`config.mk`:
```
export PLATFORM = sky130hd
export DESIGN_NAME = spi_master_slave_port
export DESIGN_NICKNAME = d
export VERILOG_FILES = /design/src/spi_port_pkg.sv /design/src/pin_sync.sv /design/src/spi_master_slave_port.sv
export VERILOG_INCLUDE_DIRS = /design/src
export SDC_FILE = /design/constraint.sdc
export NUM_CORES = 1
export LEC_CHECK = 0
export BUFFER_PORTS_ARGS = -buffer_cell sky130_fd_sc_hd__buf_4
export CAP_MARGIN = 25
export CELL_PAD_IN_SITES_DETAIL_PLACEMENT = 0
export CELL_PAD_IN_SITES_GLOBAL_PLACEMENT = 1
export CORE_MARGIN = 4
export CORE_UTILIZATION = 30
export DETAILED_ROUTE_END_ITERATION = 10
export GPL_TIMING_DRIVEN = 0
export PLACE_DENSITY = 0.58
export SLEW_MARGIN = 10
export SYNTH_ARGS = -nofsm -noshare
export SYNTH_HDL_FRONTEND = slang
export SYNTH_HIERARCHICAL = 1
export SYNTH_SLANG_ARGS = --single-unit
```
`constraint.sdc`:
```
create_clock -name clk_i -period 6.2 [get_ports clk_i]
set_input_delay 0.31 -clock clk_i [delete_from_list [all_inputs] [get_ports clk_i]]
set_output_delay 0.31 -clock clk_i [all_outputs]
set_load 0.02 [all_outputs]
```
`src/spi_port_consts.svh`:
```
// Register offsets, field positions and codes of the serial port
`ifndef SPI_PORT_CONSTS_SVH
`define SPI_PORT_CONSTS_SVH
`define SPI_OFF_STAT 4'h0
`define SPI_OFF_CFG 4'h4
`define SPI_OFF_BUF 4'h8
`define SPI_OFF_IRQ 4'hc
`define SPI_STAT_EN 15
`define SPI_STAT_SIDL 13
`define SPI_STAT_ROV 6
`define SPI_STAT_TBF 1
`define SPI_STAT_RBF 0
`define SPI_CFG_DISSCK 12
`define SPI_CFG_DISSDO 11
`define SPI_CFG_WIDE 10
`define SPI_CFG_SMP 9
`define SPI_CFG_CKE 8
`define SPI_CFG_SLAVE_SELECT_ENABLE 7
`define SPI_CFG_CKP 6
`define SPI_CFG_MST 5
`define SPI_CFG_SEC_HI 4
`define SPI_CFG_SEC_LO 2
`define SPI_CFG_PRI_HI 1
`define SPI_CFG_PRI_LO 0
`define SPI_CFG_W 13
`define SPI_IRQ_DONE 0
`define SPI_IRQ_ERR 1
`define SPI_IRQ_DONE_EN 8
`define SPI_IRQ_ERR_EN 9
`define SPI_IRQ_DMA_SEL 10
`define SPI_BITS_WORD 5'h10
`define SPI_BITS_BYTE 5'h08
`define SPI_PRI_1 2'h3
`define SPI_PRI_4 2'h2
`define SPI_PRI_16 2'h1
`define SPI_RATIO_1 7'h01
`define SPI_RATIO_4 7'h04
`define SPI_RATIO_16 7'h10
`define SPI_RATIO_64 7'h40
`define SPI_SEC_2 3'h6
`define SPI_SEC_BASE 4'h8
`endif

```
`src/spi_port_pkg.sv`:
```
// Types shared by the serial port files
package spi_port_pkg;
	typedef enum logic [2:0] {
		st_idle = 3'b001,
		st_master = 3'b010,
		st_slave = 3'b100
	} xfer_state_t;
endpackage

```
`src/pin_sync.sv`:
```
// Two-flop synchroniser for pin inputs
`timescale 1ns/1ns
module pin_sync #(
	parameter int WIDTH = 3
) (
	input wire logic clk_i,
	input wire logic rst_i,
	input wire logic [WIDTH-1:0] d_i,
	output logic [WIDTH-1:0] q_o
);
	logic [WIDTH-1:0] meta;

	if (WIDTH < 1) begin : g_bad
		$error("pin_sync needs WIDTH of at least one");
	end

	for (genvar i = 0; i < WIDTH; i++) begin : g_bit
		always_ff @(posedge clk_i) begin
			if (rst_i) begin
				meta[i] <= 1'b0;
				q_o[i] <= 1'b0;
			end else begin
				meta[i] <= d_i[i];
				q_o[i] <= meta[i];
			end
		end
	end
endmodule

```
`src/spi_master_slave_port.sv`:
```
// Serial port, master or slave, with Wishbone register access
//
// Behaviour
// - One 16-bit shift register moves data out and in during a transfer.
// - Link uses data in, data out, shift clock and active-low slave select.
// - Master drives the shift clock; slave takes it from the outside master.
// - Each transfer is 8 or 16 clock pulses, one bit out and in each.
// - Completion sets the done flag; an enable bit masks its request.
// - A separate error request is raised for receive overflow only.
// - Finished word moves to the receive buffer and sets receive-full.
// - Reading the buffer returns received data and clears receive-full.
// - Word completing while receive buffer is full sets overflow and is lost.
// - While overflow is set shift-clock edges are ignored.
// - On completion waiting transmit data moves into the shift register.
// - Writing the buffer loads transmit data and sets transmit-full.
// - In master mode a buffer write alone starts the transfer.
// - Enable bit takes over the pins; clearing it disables the port.
// - Idle-stop bit halts the port while the processor is idle.
// - Master clock is system clock over primary times secondary ratio.
// - Completion pulses a DMA request when this port is the chosen source.
// - Width bit picks 16-bit transfers when set, 8-bit when clear.
// - Polarity bit sets idle clock level; edge bit picks the data edge.
// - Master samples input at end of bit time when set, middle when clear.
// - Primary ratios 1, 4, 16, 64; secondary ratio is eight minus code.
//
// The Wishbone register port and the register addresses are this design's own decisions.
`timescale 1ns/1ns
`include "spi_port_consts.svh"
module spi_master_slave_port #(
	parameter int DIV_BITS = 10
) (
	input wire logic clk_i,
	input wire logic rst_i,
	input wire logic wb_cyc_i,
	input wire logic wb_stb_i,
	input wire logic wb_we_i,
	input wire logic [3:0] wb_adr_i,
	input wire logic [3:0] wb_sel_i,
	input wire logic [31:0] wb_dat_i,
	output logic [31:0] wb_dat_o,
	output logic wb_ack_o,
	input wire logic cpu_idle_i,
	input wire logic serial_in_pin_i,
	output logic serial_out_pin_o,
	output logic serial_out_pin_oe_o,
	input wire logic shift_clock_pin_i,
	output logic shift_clock_pin_o,
	output logic shift_clock_pin_oe_o,
	input wire logic slave_select_n_i,
	output logic done_irq_o,
	output logic error_irq_o,
	output logic dma_req_o
);
	if (DIV_BITS < 10) begin : g_bad
		$error("DIV_BITS must hold the largest divide ratio of 512");
	end

	function automatic logic pick_msb(input logic [15:0] w, input logic wide);
		return wide ? w[15] : w[7];
	endfunction

	function automatic logic [4:0] word_bits(input logic wide);
		return wide ? `SPI_BITS_WORD : `SPI_BITS_BYTE;
	endfunction

	function automatic logic hit(input logic [3:0] a, input logic [3:0] off);
		return a == off;
	endfunction

	spi_port_pkg::xfer_state_t state;
	logic port_enable;
	logic idle_stop_select;
	logic receive_overflow_flag;
	logic transmit_full_flag;
	logic receive_full_flag;
	logic [`SPI_CFG_W-1:0] port_config_one;
	logic [15:0] transmit_holding_buffer;
	logic [15:0] receive_holding_buffer;
	logic [15:0] serial_shift_reg;
	logic transfer_done_irq_flag;
	logic transfer_done_irq_enable;
	logic error_irq_flag;
	logic error_irq_enable;
	logic dma_source_select;
	logic [4:0] bit_cnt;
	logic [5:0] edge_cnt;
	logic [DIV_BITS-1:0] div_cnt;
	logic rx_bit;
	logic sck_s;
	logic sdi_s;
	logic ss_n_s;
	logic sck_q;

	logic req;
	logic bus_wr;
	logic bus_rd;
	logic buf_wr;
	logic buf_rd;
	logic wide;
	logic cke;
	logic clock_polarity_select;
	logic master_select;
	logic active;
	logic selected;
	logic [4:0] nbits;
	logic [6:0] pri_ratio;
	logic [3:0] sec_ratio;
	logic [DIV_BITS-1:0] prod;
	logic [DIV_BITS-1:0] half;
	logic div_ok;
	logic half_tick;
	logic m_lead;
	logic m_edge;
	logic m_mid;
	logic m_shift;
	logic s_chg;
	logic s_mid;
	logic s_launch;
	logic slave_live;
	logic in_bit;
	logic [15:0] shift_in;
	logic [15:0] rx_word;
	logic shift_evt;
	logic done_evt;
	logic ovf_evt;
	logic start_ok;
	logic tx_take;

	// Pins come from the far side and must settle before any logic looks at them
	pin_sync #(.WIDTH(3)) u_sync (
		.clk_i(clk_i),
		.rst_i(rst_i),
		.d_i({shift_clock_pin_i, serial_in_pin_i, slave_select_n_i}),
		.q_o({sck_s, sdi_s, ss_n_s})
	);

	assign req = wb_cyc_i & wb_stb_i;
	// Side effects happen once, on the edge where the master sees ack
	assign bus_wr = req & wb_ack_o & wb_we_i;
	assign bus_rd = req & wb_ack_o & ~wb_we_i;
	assign buf_wr = bus_wr & hit(wb_adr_i, `SPI_OFF_BUF) & (wb_sel_i[0] | wb_sel_i[1]);
	assign buf_rd = bus_rd & hit(wb_adr_i, `SPI_OFF_BUF);

	assign wide = port_config_one[`SPI_CFG_WIDE];
	assign cke = port_config_one[`SPI_CFG_CKE];
	assign clock_polarity_select = port_config_one[`SPI_CFG_CKP];
	assign master_select = port_config_one[`SPI_CFG_MST];
	assign nbits = word_bits(wide);
	assign active = port_enable & ~(idle_stop_select & cpu_idle_i);
	assign selected = ~port_config_one[`SPI_CFG_SLAVE_SELECT_ENABLE] | ~ss_n_s;

	// Divide ratio
	always_comb begin
		case (port_config_one[`SPI_CFG_PRI_HI:`SPI_CFG_PRI_LO])
			`SPI_PRI_1: pri_ratio = `SPI_RATIO_1;
			`SPI_PRI_4: pri_ratio = `SPI_RATIO_4;
			`SPI_PRI_16: pri_ratio = `SPI_RATIO_16;
			default: pri_ratio = `SPI_RATIO_64;
		endcase
	end
	assign sec_ratio = `SPI_SEC_BASE - {1'b0, port_config_one[`SPI_CFG_SEC_HI:`SPI_CFG_SEC_LO]};
	assign prod = DIV_BITS'(pri_ratio) * DIV_BITS'(sec_ratio);
	assign half = prod >> 1;
	// The two fastest settings cannot be served and never start a transfer
	assign div_ok = ~(port_config_one[`SPI_CFG_PRI_HI:`SPI_CFG_PRI_LO] == `SPI_PRI_1
		&& port_config_one[`SPI_CFG_SEC_HI:`SPI_CFG_SEC_LO] >= `SPI_SEC_2);
	// Odd ratios give an idle-level phase one cycle shorter than the active phase
	assign half_tick = (state == spi_port_pkg::st_master)
		& (div_cnt == half - 1'b1 || div_cnt == prod - 1'b1);

	// Master edge plan: data launched on one edge kind, sampled on the other
	assign m_lead = ~edge_cnt[0];
	assign m_edge = edge_cnt < {nbits, 1'b0};
	assign m_mid = half_tick & m_edge & (cke ? m_lead : ~m_lead);
	assign m_shift = half_tick & (cke ? (~m_lead & m_edge) : (m_lead & edge_cnt != 6'h00));

	// Slave edges come from the synchronised pin
	assign s_chg = sck_s != sck_q;
	assign s_mid = s_chg & (cke ? (sck_s != clock_polarity_select) : (sck_s == clock_polarity_select));
	assign s_launch = s_chg & (cke ? (sck_s == clock_polarity_select) : (sck_s != clock_polarity_select));
	assign slave_live = active & (state == spi_port_pkg::st_slave) & selected
		& ~receive_overflow_flag;

	assign in_bit = (master_select & port_config_one[`SPI_CFG_SMP]) ? sdi_s : (master_select ? rx_bit : sdi_s);
	assign shift_in = {serial_shift_reg[14:0], in_bit};
	assign rx_word = wide ? shift_in : {8'h00, shift_in[7:0]};
	assign shift_evt = (active & (state == spi_port_pkg::st_master) & m_shift) | (slave_live & s_mid);
	assign done_evt = shift_evt & (bit_cnt == nbits - 1'b1);
	assign ovf_evt = done_evt & receive_full_flag;
	assign start_ok = active & (state == spi_port_pkg::st_idle) & ~receive_overflow_flag
		& (master_select ? (transmit_full_flag & div_ok) : selected);
	assign tx_take = transmit_full_flag & (start_ok | ((state == spi_port_pkg::st_slave) & done_evt));

	// Transfer engine
	always_ff @(posedge clk_i) begin
		if (rst_i) begin
			state <= spi_port_pkg::st_idle;
			serial_shift_reg <= 16'h0000;
			bit_cnt <= 5'h00;
			edge_cnt <= 6'h00;
			div_cnt <= '0;
			rx_bit <= 1'b0;
			shift_clock_pin_o <= 1'b0;
			serial_out_pin_o <= 1'b0;
		end else if (!port_enable) begin
			state <= spi_port_pkg::st_idle;
			bit_cnt <= 5'h00;
			edge_cnt <= 6'h00;
			div_cnt <= '0;
			shift_clock_pin_o <= clock_polarity_select;
		end else if (active) begin
			case (state)
				spi_port_pkg::st_idle: begin
					shift_clock_pin_o <= clock_polarity_select;
					if (start_ok) begin
						if (transmit_full_flag) begin
							serial_shift_reg <= transmit_holding_buffer;
							serial_out_pin_o <= pick_msb(transmit_holding_buffer, wide);
						end else begin
							serial_out_pin_o <= pick_msb(serial_shift_reg, wide);
						end
						bit_cnt <= 5'h00;
						edge_cnt <= 6'h00;
						div_cnt <= '0;
						state <= master_select ? spi_port_pkg::st_master : spi_port_pkg::st_slave;
					end
				end
				spi_port_pkg::st_master: begin
					div_cnt <= (div_cnt == prod - 1'b1) ? '0 : div_cnt + 1'b1;
					if (half_tick) begin
						edge_cnt <= edge_cnt + 6'h01;
					end
					if (half_tick & m_edge) begin
						shift_clock_pin_o <= ~shift_clock_pin_o;
					end
					if (m_mid) begin
						rx_bit <= sdi_s;
					end
					if (m_shift) begin
						serial_shift_reg <= shift_in;
						serial_out_pin_o <= pick_msb(shift_in, wide);
						bit_cnt <= bit_cnt + 5'h01;
						if (done_evt) begin
							bit_cnt <= 5'h00;
							state <= spi_port_pkg::st_idle;
						end
					end
				end
				spi_port_pkg::st_slave: begin
					if (!selected) begin
						bit_cnt <= 5'h00;
						state <= spi_port_pkg::st_idle;
					end else if (!receive_overflow_flag) begin
						if (s_mid) begin
							serial_shift_reg <= shift_in;
							bit_cnt <= bit_cnt + 5'h01;
							if (done_evt) begin
								bit_cnt <= 5'h00;
								if (transmit_full_flag) begin
									serial_shift_reg <= transmit_holding_buffer;
								end
							end
						end
						if (s_launch) begin
							serial_out_pin_o <= pick_msb(serial_shift_reg, wide);
						end
					end
				end
				default: state <= spi_port_pkg::st_idle;
			endcase
		end
	end

	// Edge history for the slave clock
	always_ff @(posedge clk_i) begin
		if (rst_i) begin
			sck_q <= 1'b0;
		end else begin
			sck_q <= sck_s;
		end
	end

	// Pin drivers; a disabled port leaves every pin to the outside
	always_ff @(posedge clk_i) begin
		if (rst_i) begin
			shift_clock_pin_oe_o <= 1'b0;
			serial_out_pin_oe_o <= 1'b0;
		end else begin
			shift_clock_pin_oe_o <= port_enable & master_select & ~port_config_one[`SPI_CFG_DISSCK];
			serial_out_pin_oe_o <= port_enable & ~port_config_one[`SPI_CFG_DISSDO]
				& (master_select | (state == spi_port_pkg::st_slave && selected));
		end
	end

	// Status and control
	always_ff @(posedge clk_i) begin
		if (rst_i) begin
			port_enable <= 1'b0;
			idle_stop_select <= 1'b0;
			port_config_one <= '0;
		end else if (bus_wr) begin
			if (hit(wb_adr_i, `SPI_OFF_STAT) && wb_sel_i[1]) begin
				port_enable <= wb_dat_i[`SPI_STAT_EN];
				idle_stop_select <= wb_dat_i[`SPI_STAT_SIDL];
			end
			if (hit(wb_adr_i, `SPI_OFF_CFG)) begin
				if (wb_sel_i[0]) begin
					port_config_one[7:0] <= wb_dat_i[7:0];
				end
				if (wb_sel_i[1]) begin
					port_config_one[`SPI_CFG_W-1:8] <= wb_dat_i[`SPI_CFG_W-1:8];
				end
			end
		end
	end

	// Receive side; a read of a full buffer beats a simultaneous new word, which is lost
	always_ff @(posedge clk_i) begin
		if (rst_i) begin
			receive_full_flag <= 1'b0;
			receive_holding_buffer <= 16'h0000;
		end else if (done_evt & ~receive_full_flag) begin
			receive_holding_buffer <= rx_word;
			receive_full_flag <= 1'b1;
		end else if (buf_rd) begin
			receive_full_flag <= 1'b0;
		end
	end

	// Overflow is cleared only by writing zero to its bit
	always_ff @(posedge clk_i) begin
		if (rst_i) begin
			receive_overflow_flag <= 1'b0;
		end else if (ovf_evt) begin
			receive_overflow_flag <= 1'b1;
		end else if (bus_wr && hit(wb_adr_i, `SPI_OFF_STAT) && wb_sel_i[0]
			&& !wb_dat_i[`SPI_STAT_ROV]) begin
			receive_overflow_flag <= 1'b0;
		end
	end

	// Transmit side; a write in the same cycle as a hand-off keeps the new word pending
	always_ff @(posedge clk_i) begin
		if (rst_i) begin
			transmit_full_flag <= 1'b0;
			transmit_holding_buffer <= 16'h0000;
		end else if (buf_wr) begin
			transmit_holding_buffer <= wb_dat_i[15:0];
			transmit_full_flag <= 1'b1;
		end else if (tx_take) begin
			transmit_full_flag <= 1'b0;
		end
	end

	// Completion and error requests, write one to clear, set wins
	always_ff @(posedge clk_i) begin
		if (rst_i) begin
			transfer_done_irq_flag <= 1'b0;
			error_irq_flag <= 1'b0;
			transfer_done_irq_enable <= 1'b0;
			error_irq_enable <= 1'b0;
			dma_source_select <= 1'b0;
		end else begin
			if (done_evt) begin
				transfer_done_irq_flag <= 1'b1;
			end else if (bus_wr && hit(wb_adr_i, `SPI_OFF_IRQ) && wb_sel_i[0]
				&& wb_dat_i[`SPI_IRQ_DONE]) begin
				transfer_done_irq_flag <= 1'b0;
			end
			if (ovf_evt) begin
				error_irq_flag <= 1'b1;
			end else if (bus_wr && hit(wb_adr_i, `SPI_OFF_IRQ) && wb_sel_i[0]
				&& wb_dat_i[`SPI_IRQ_ERR]) begin
				error_irq_flag <= 1'b0;
			end
			if (bus_wr && hit(wb_adr_i, `SPI_OFF_IRQ) && wb_sel_i[1]) begin
				transfer_done_irq_enable <= wb_dat_i[`SPI_IRQ_DONE_EN];
				error_irq_enable <= wb_dat_i[`SPI_IRQ_ERR_EN];
				dma_source_select <= wb_dat_i[`SPI_IRQ_DMA_SEL];
			end
		end
	end

	always_ff @(posedge clk_i) begin
		if (rst_i) begin
			done_irq_o <= 1'b0;
			error_irq_o <= 1'b0;
			dma_req_o <= 1'b0;
		end else begin
			done_irq_o <= transfer_done_irq_flag & transfer_done_irq_enable;
			error_irq_o <= error_irq_flag & error_irq_enable;
			dma_req_o <= done_evt & dma_source_select;
		end
	end

	// Wishbone slave: one wait cycle, unmapped reads give zero
	always_ff @(posedge clk_i) begin
		if (rst_i) begin
			wb_ack_o <= 1'b0;
			wb_dat_o <= 32'h0000_0000;
		end else begin
			wb_ack_o <= req & ~wb_ack_o;
			wb_dat_o <= 32'h0000_0000;
			if (req & ~wb_ack_o & ~wb_we_i) begin
				case (wb_adr_i)
					`SPI_OFF_STAT: begin
						wb_dat_o[`SPI_STAT_EN] <= port_enable;
						wb_dat_o[`SPI_STAT_SIDL] <= idle_stop_select;
						wb_dat_o[`SPI_STAT_ROV] <= receive_overflow_flag;
						wb_dat_o[`SPI_STAT_TBF] <= transmit_full_flag;
						wb_dat_o[`SPI_STAT_RBF] <= receive_full_flag;
					end
					`SPI_OFF_CFG: wb_dat_o[`SPI_CFG_W-1:0] <= port_config_one;
					`SPI_OFF_BUF: wb_dat_o[15:0] <= receive_holding_buffer;
					`SPI_OFF_IRQ: begin
						wb_dat_o[`SPI_IRQ_DONE] <= transfer_done_irq_flag;
						wb_dat_o[`SPI_IRQ_ERR] <= error_irq_flag;
						wb_dat_o[`SPI_IRQ_DONE_EN] <= transfer_done_irq_enable;
						wb_dat_o[`SPI_IRQ_ERR_EN] <= error_irq_enable;
						wb_dat_o[`SPI_IRQ_DMA_SEL] <= dma_source_select;
					end
					default: wb_dat_o <= 32'h0000_0000;
				endcase
			end
		end
	end
endmodule

```
==> metrics.log <==
[metrics] nature of the critical path endpoint: flop
[metrics] vias per inst: 4.98
[metrics] DRT antenna net count: 0
[metrics] net switching share of the total power: 0.249
[metrics] CTS-repair resized insts: 0
[metrics] post-route fraction of the period consumed by the critical path: 0.939
[metrics] outcome: finished clean
[metrics] Core Region: 22100 um2
[metrics] maximum single-stage delay on the critical path: 770 ps
[metrics] final hold viol count: 0
[metrics] type of the worst setup path: reg -> reg
[metrics] Synth Cell Area: 6830 um2
[metrics] number of flops mapped to enable cells by yosys: 0
[metrics] Seq pwr share: 0.448
[metrics] number of pins with negative max-slew slack in the final report: 0
[metrics] fraction of power consumed by combinational cells: 0.038
[metrics] leftover overflow at the end of global routing: 0
[metrics] post-CTS clock slew at the launch and capture registers of the worst setup and hold paths: 60 ps
[metrics] worst slew margin relative to its limit: 0.304
[metrics] number of instances in the synthesized netlist: 801
[metrics] number of warnings printed during yosys synthesis: 6
[metrics] number of DRC violations after detailed-routing iteration 0: 376
[metrics] drc violations: 0
[metrics] clock tree buffer depth: 2
[metrics] power per standard cell area: 223 nW/um2
[metrics] final non-filler cell total: 1182
[metrics] final std cell area, no fill: 8190 um2
[metrics] CP Data Arrival Time: 6090 ps
[metrics] die footprint: 25300 um2
[metrics] highest attainable clock frequency: 172 MHz
[metrics] series of cell instances along the critical path: clkbuf_1 -> nor2b_1 -> and2_1 -> ha_1 -> inv_1 -> fa_1 -> inv_1 -> ha_1 -> nor4bb_1 -> a31o_2 -> nor3_1 -> nand3_1 -> xnor2_1 -> a2111oi_0 -> nor2_1 -> o21ai_0 -> nand4b_1 -> o211ai_1
[metrics] Max Cap Violations: 0
[metrics] number of sinks handled by clock tree synthesis: 127
[metrics] post-synthesis cell type count: 71
[metrics] post-layout min period: 5820 ps
[metrics] post-detailed-placement half-perimeter wirelength: 15800 um
[metrics] sequential share of the synthesized area: 0.372
[metrics] clock network fraction of total power: 0.514
[metrics] mean instance size in the synthesized netlist: 8.53 um2
[metrics] Pre-antenna DRT Iters: 5
[metrics] utilization of the core after routing: 0.371
[metrics] aggregate routed wire length: 20800 um
[metrics] total power consumption of the routed design: 1.83 mW
[metrics] quantity of I/O buffers inserted on ports: 53
[metrics] internal power: 1.37 mW
[metrics] transition at the pin with the smallest max-transition slack: 1030 ps
[metrics] layout-stage area growth over the synthesis result: 19.9%
[metrics] Post-synth ARST share: 0
[metrics] net count of the finished layout: 958
[metrics] final sum of negative setup slack: 0 ps
[metrics] number of vias in the routed layout: 5891
[metrics] Worst EP required: 6470 ps
[metrics] worst min-delay path category: in -> reg
[metrics] cts hold-fix bufs: 0
[metrics] highest fanout seen on the critical path: 10
[metrics] DIE WIDTH: 159 um
[metrics] deepest level of the CTS H-tree: 4
[metrics] post-synthesis register bit count: 127
[metrics] diodes inserted: 0
[metrics] Most used DFF post-synth: sky130_fd_sc_hd__dfxtp_1
[metrics] die height: 159 um
[metrics] Fin Clk Skew: 12.1 ps
[metrics] TritonCTS clock tree: done
[metrics] buffers inserted by post-CTS timing repair: 0
[metrics] global placer's final weighted congestion: 0.787
[metrics] number of global-route vias before repair: 5749
[metrics] wire length of the first global-routing pass: 33000 um
[metrics] Pleak: 3.15 nW
[metrics] pin count of the biggest net entering global routing: 17
[metrics] overall routing resource usage: 0.164
[metrics] Initial Util: 0.309
[metrics] worst-skew pair later-pin latency: 420 ps
[metrics] placed cell area: 7640 um2
[metrics] total CTS buffers: 17
[metrics] WL/cell: 17.6 um
[metrics] Setup-failing EPs final: 0
[metrics] Switching Power: 456 uW
[metrics] # placed instances: 1149
[metrics] Cell Rows: 54
[metrics] Critical-path top delay cell: sky130_fd_sc_hd__a2111oi_0
[metrics] ratio of cells with drive above 1 in the final layout: 0.160
[metrics] ports placed on the boundary: 89
[metrics] number of antenna violations at the first check in global routing: 0
[metrics] setup repair after global routing missed its margin: false
[metrics] startpoint type of the worst setup path: flop
[metrics] worst-case vdd ir drop: 118 uV
[metrics] master cell of the clock root buffer: sky130_fd_sc_hd__clkbuf_16
## cell type report
class	count	area, um2
sequential	127	2540
clock buffer	19	443
inverter	21	78.8
clock inverter	13	106
timing repair buffer	54	405
tap	280	350
multi-input combinational	609	3970
fill	2325	13900
buffer	59	298
## cell usage after synthesis (3+ instances only)
cell | number | area share
sky130_fd_sc_hd__a211oi_1 | 5 | 0.0055
sky130_fd_sc_hd__a211oi_2 | 16 | 0.029
sky130_fd_sc_hd__a21oi_1 | 61 | 0.045
sky130_fd_sc_hd__a22oi_1 | 13 | 0.014
sky130_fd_sc_hd__a311oi_1 | 3 | 0.0038
sky130_fd_sc_hd__and2_1 | 6 | 0.0055
sky130_fd_sc_hd__and3_1 | 12 | 0.011
sky130_fd_sc_hd__buf_1 | 4 | 0.0022
sky130_fd_sc_hd__buf_4 | 18 | 0.020
sky130_fd_sc_hd__clkbuf_1 | 35 | 0.019
sky130_fd_sc_hd__dfxtp_1 | 127 | 0.37
sky130_fd_sc_hd__ha_1 | 18 | 0.033
sky130_fd_sc_hd__inv_1 | 21 | 0.012
sky130_fd_sc_hd__mux2_2 | 5 | 0.0082
sky130_fd_sc_hd__mux2i_1 | 39 | 0.057
sky130_fd_sc_hd__nand2_1 | 79 | 0.043
sky130_fd_sc_hd__nand2b_1 | 10 | 0.0092
sky130_fd_sc_hd__nand3_1 | 36 | 0.026
sky130_fd_sc_hd__nand3b_1 | 8 | 0.0088
sky130_fd_sc_hd__nand4_1 | 10 | 0.0092
sky130_fd_sc_hd__nand4b_1 | 6 | 0.0077
sky130_fd_sc_hd__nor2_1 | 90 | 0.049
sky130_fd_sc_hd__nor2b_1 | 18 | 0.016
sky130_fd_sc_hd__nor3_1 | 11 | 0.0081
sky130_fd_sc_hd__nor3b_1 | 11 | 0.012
sky130_fd_sc_hd__nor4_1 | 5 | 0.0046
sky130_fd_sc_hd__o211ai_1 | 5 | 0.0055
sky130_fd_sc_hd__o21a_1 | 3 | 0.0033
sky130_fd_sc_hd__o21ai_0 | 32 | 0.023
sky130_fd_sc_hd__o22ai_1 | 3 | 0.0027
sky130_fd_sc_hd__or3_1 | 4 | 0.0037
sky130_fd_sc_hd__or3b_2 | 3 | 0.0038
sky130_fd_sc_hd__or4_1 | 3 | 0.0033
sky130_fd_sc_hd__xnor2_1 | 25 | 0.032
sky130_fd_sc_hd__xor2_1 | 12 | 0.015
## layout by cell type, fill, tap and decap left out, drive strengths merged, types with 26 or more instances in the layout
| cell type | synthesis | final |
|---|---|---|
| nor2 | 90 | 90 |
| clkbuf | 35 | 54 |
| nand2 | 79 | 79 |
| buf | 24 | 78 |
| mux2i | 39 | 39 |
| inv | 21 | 26 |
| dfxtp | 127 | 127 |
| o21ai | 34 | 34 |
| xnor2 | 26 | 26 |
| a21oi | 61 | 61 |
| nand3 | 36 | 36 |
## worst paths after layout
check	cells after the start	start	to	slack [ps]
max	18	port_config_one[0]	bit_cnt[3]	380
max reg2reg	18	port_config_one[0]	bit_cnt[3]	380
min	2	slave_select_n_i	u_sync/meta[0]	100
min reg2reg	1	u_sync/meta[1]	u_sync/q_o[1]	450
## layer usage
| layer | part of all wire | global-route usage | routed length, um |
|---|---|---|---|
| met5 | 0 | 0 | 0 |
| met4 | 0.010 | 0.0414 | 214 |
| met3 | 0.028 | 0.0316 | 575 |
| met2 | 0.48 | 0.267 | 9920 |
| met1 | 0.48 | 0.225 | 10000 |
## kinds of logic (layout without fill, tap and decap cells)
| family | count (synthesis) | count (layout) | synth area share |
|---|---|---|---|
| simple gates | 322 | 322 | 0.236 |
| mux | 45 | 45 | 0.0687 |
| compound gates | 166 | 166 | 0.173 |
| xor+xnor | 40 | 40 | 0.0566 |
| other cells | 1 | 16 | 0.000549 |
| flops | 127 | 127 | 0.372 |
| fa+ha+maj | 20 | 20 | 0.0388 |
| buf+inv | 80 | 166 | 0.0551 |
## power groups by stage
stage / combinational, mW / clock, mW / sequential (mW)
finish: 0.0703 / 0.940 / 0.820
global route: 0.0758 / 1.00 / 0.819
global placement: 0.0704 / 0 / 0.838
CTS: 0.0705 / 0.965 / 0.819
detailed placement: 0.0703 / 0 / 0.838
floorplan: 0.0360 / 0 / 0.838
## critical path: cells and delay by family, from the launching register on
kind / cells / cell delay (ps)
buffers and inverters: 3 / 540
AOI/OAI and AO/OA: 4 / 1770
and+or+nand+nor: 7 / 1900
xor gates and xnor gates: 1 / 240
adders and majority gates: 3 / 790
DFF: 1 / 410
## metrics by stage
step	setup slack [ps]	hold slack [ps]
after floorplan	1500	382
after global placement	453	426
after detailed placement	473	437
after CTS	434	89.7
after global routing	38.7	107
final	379	105
(Power assumes the default switching activity.)
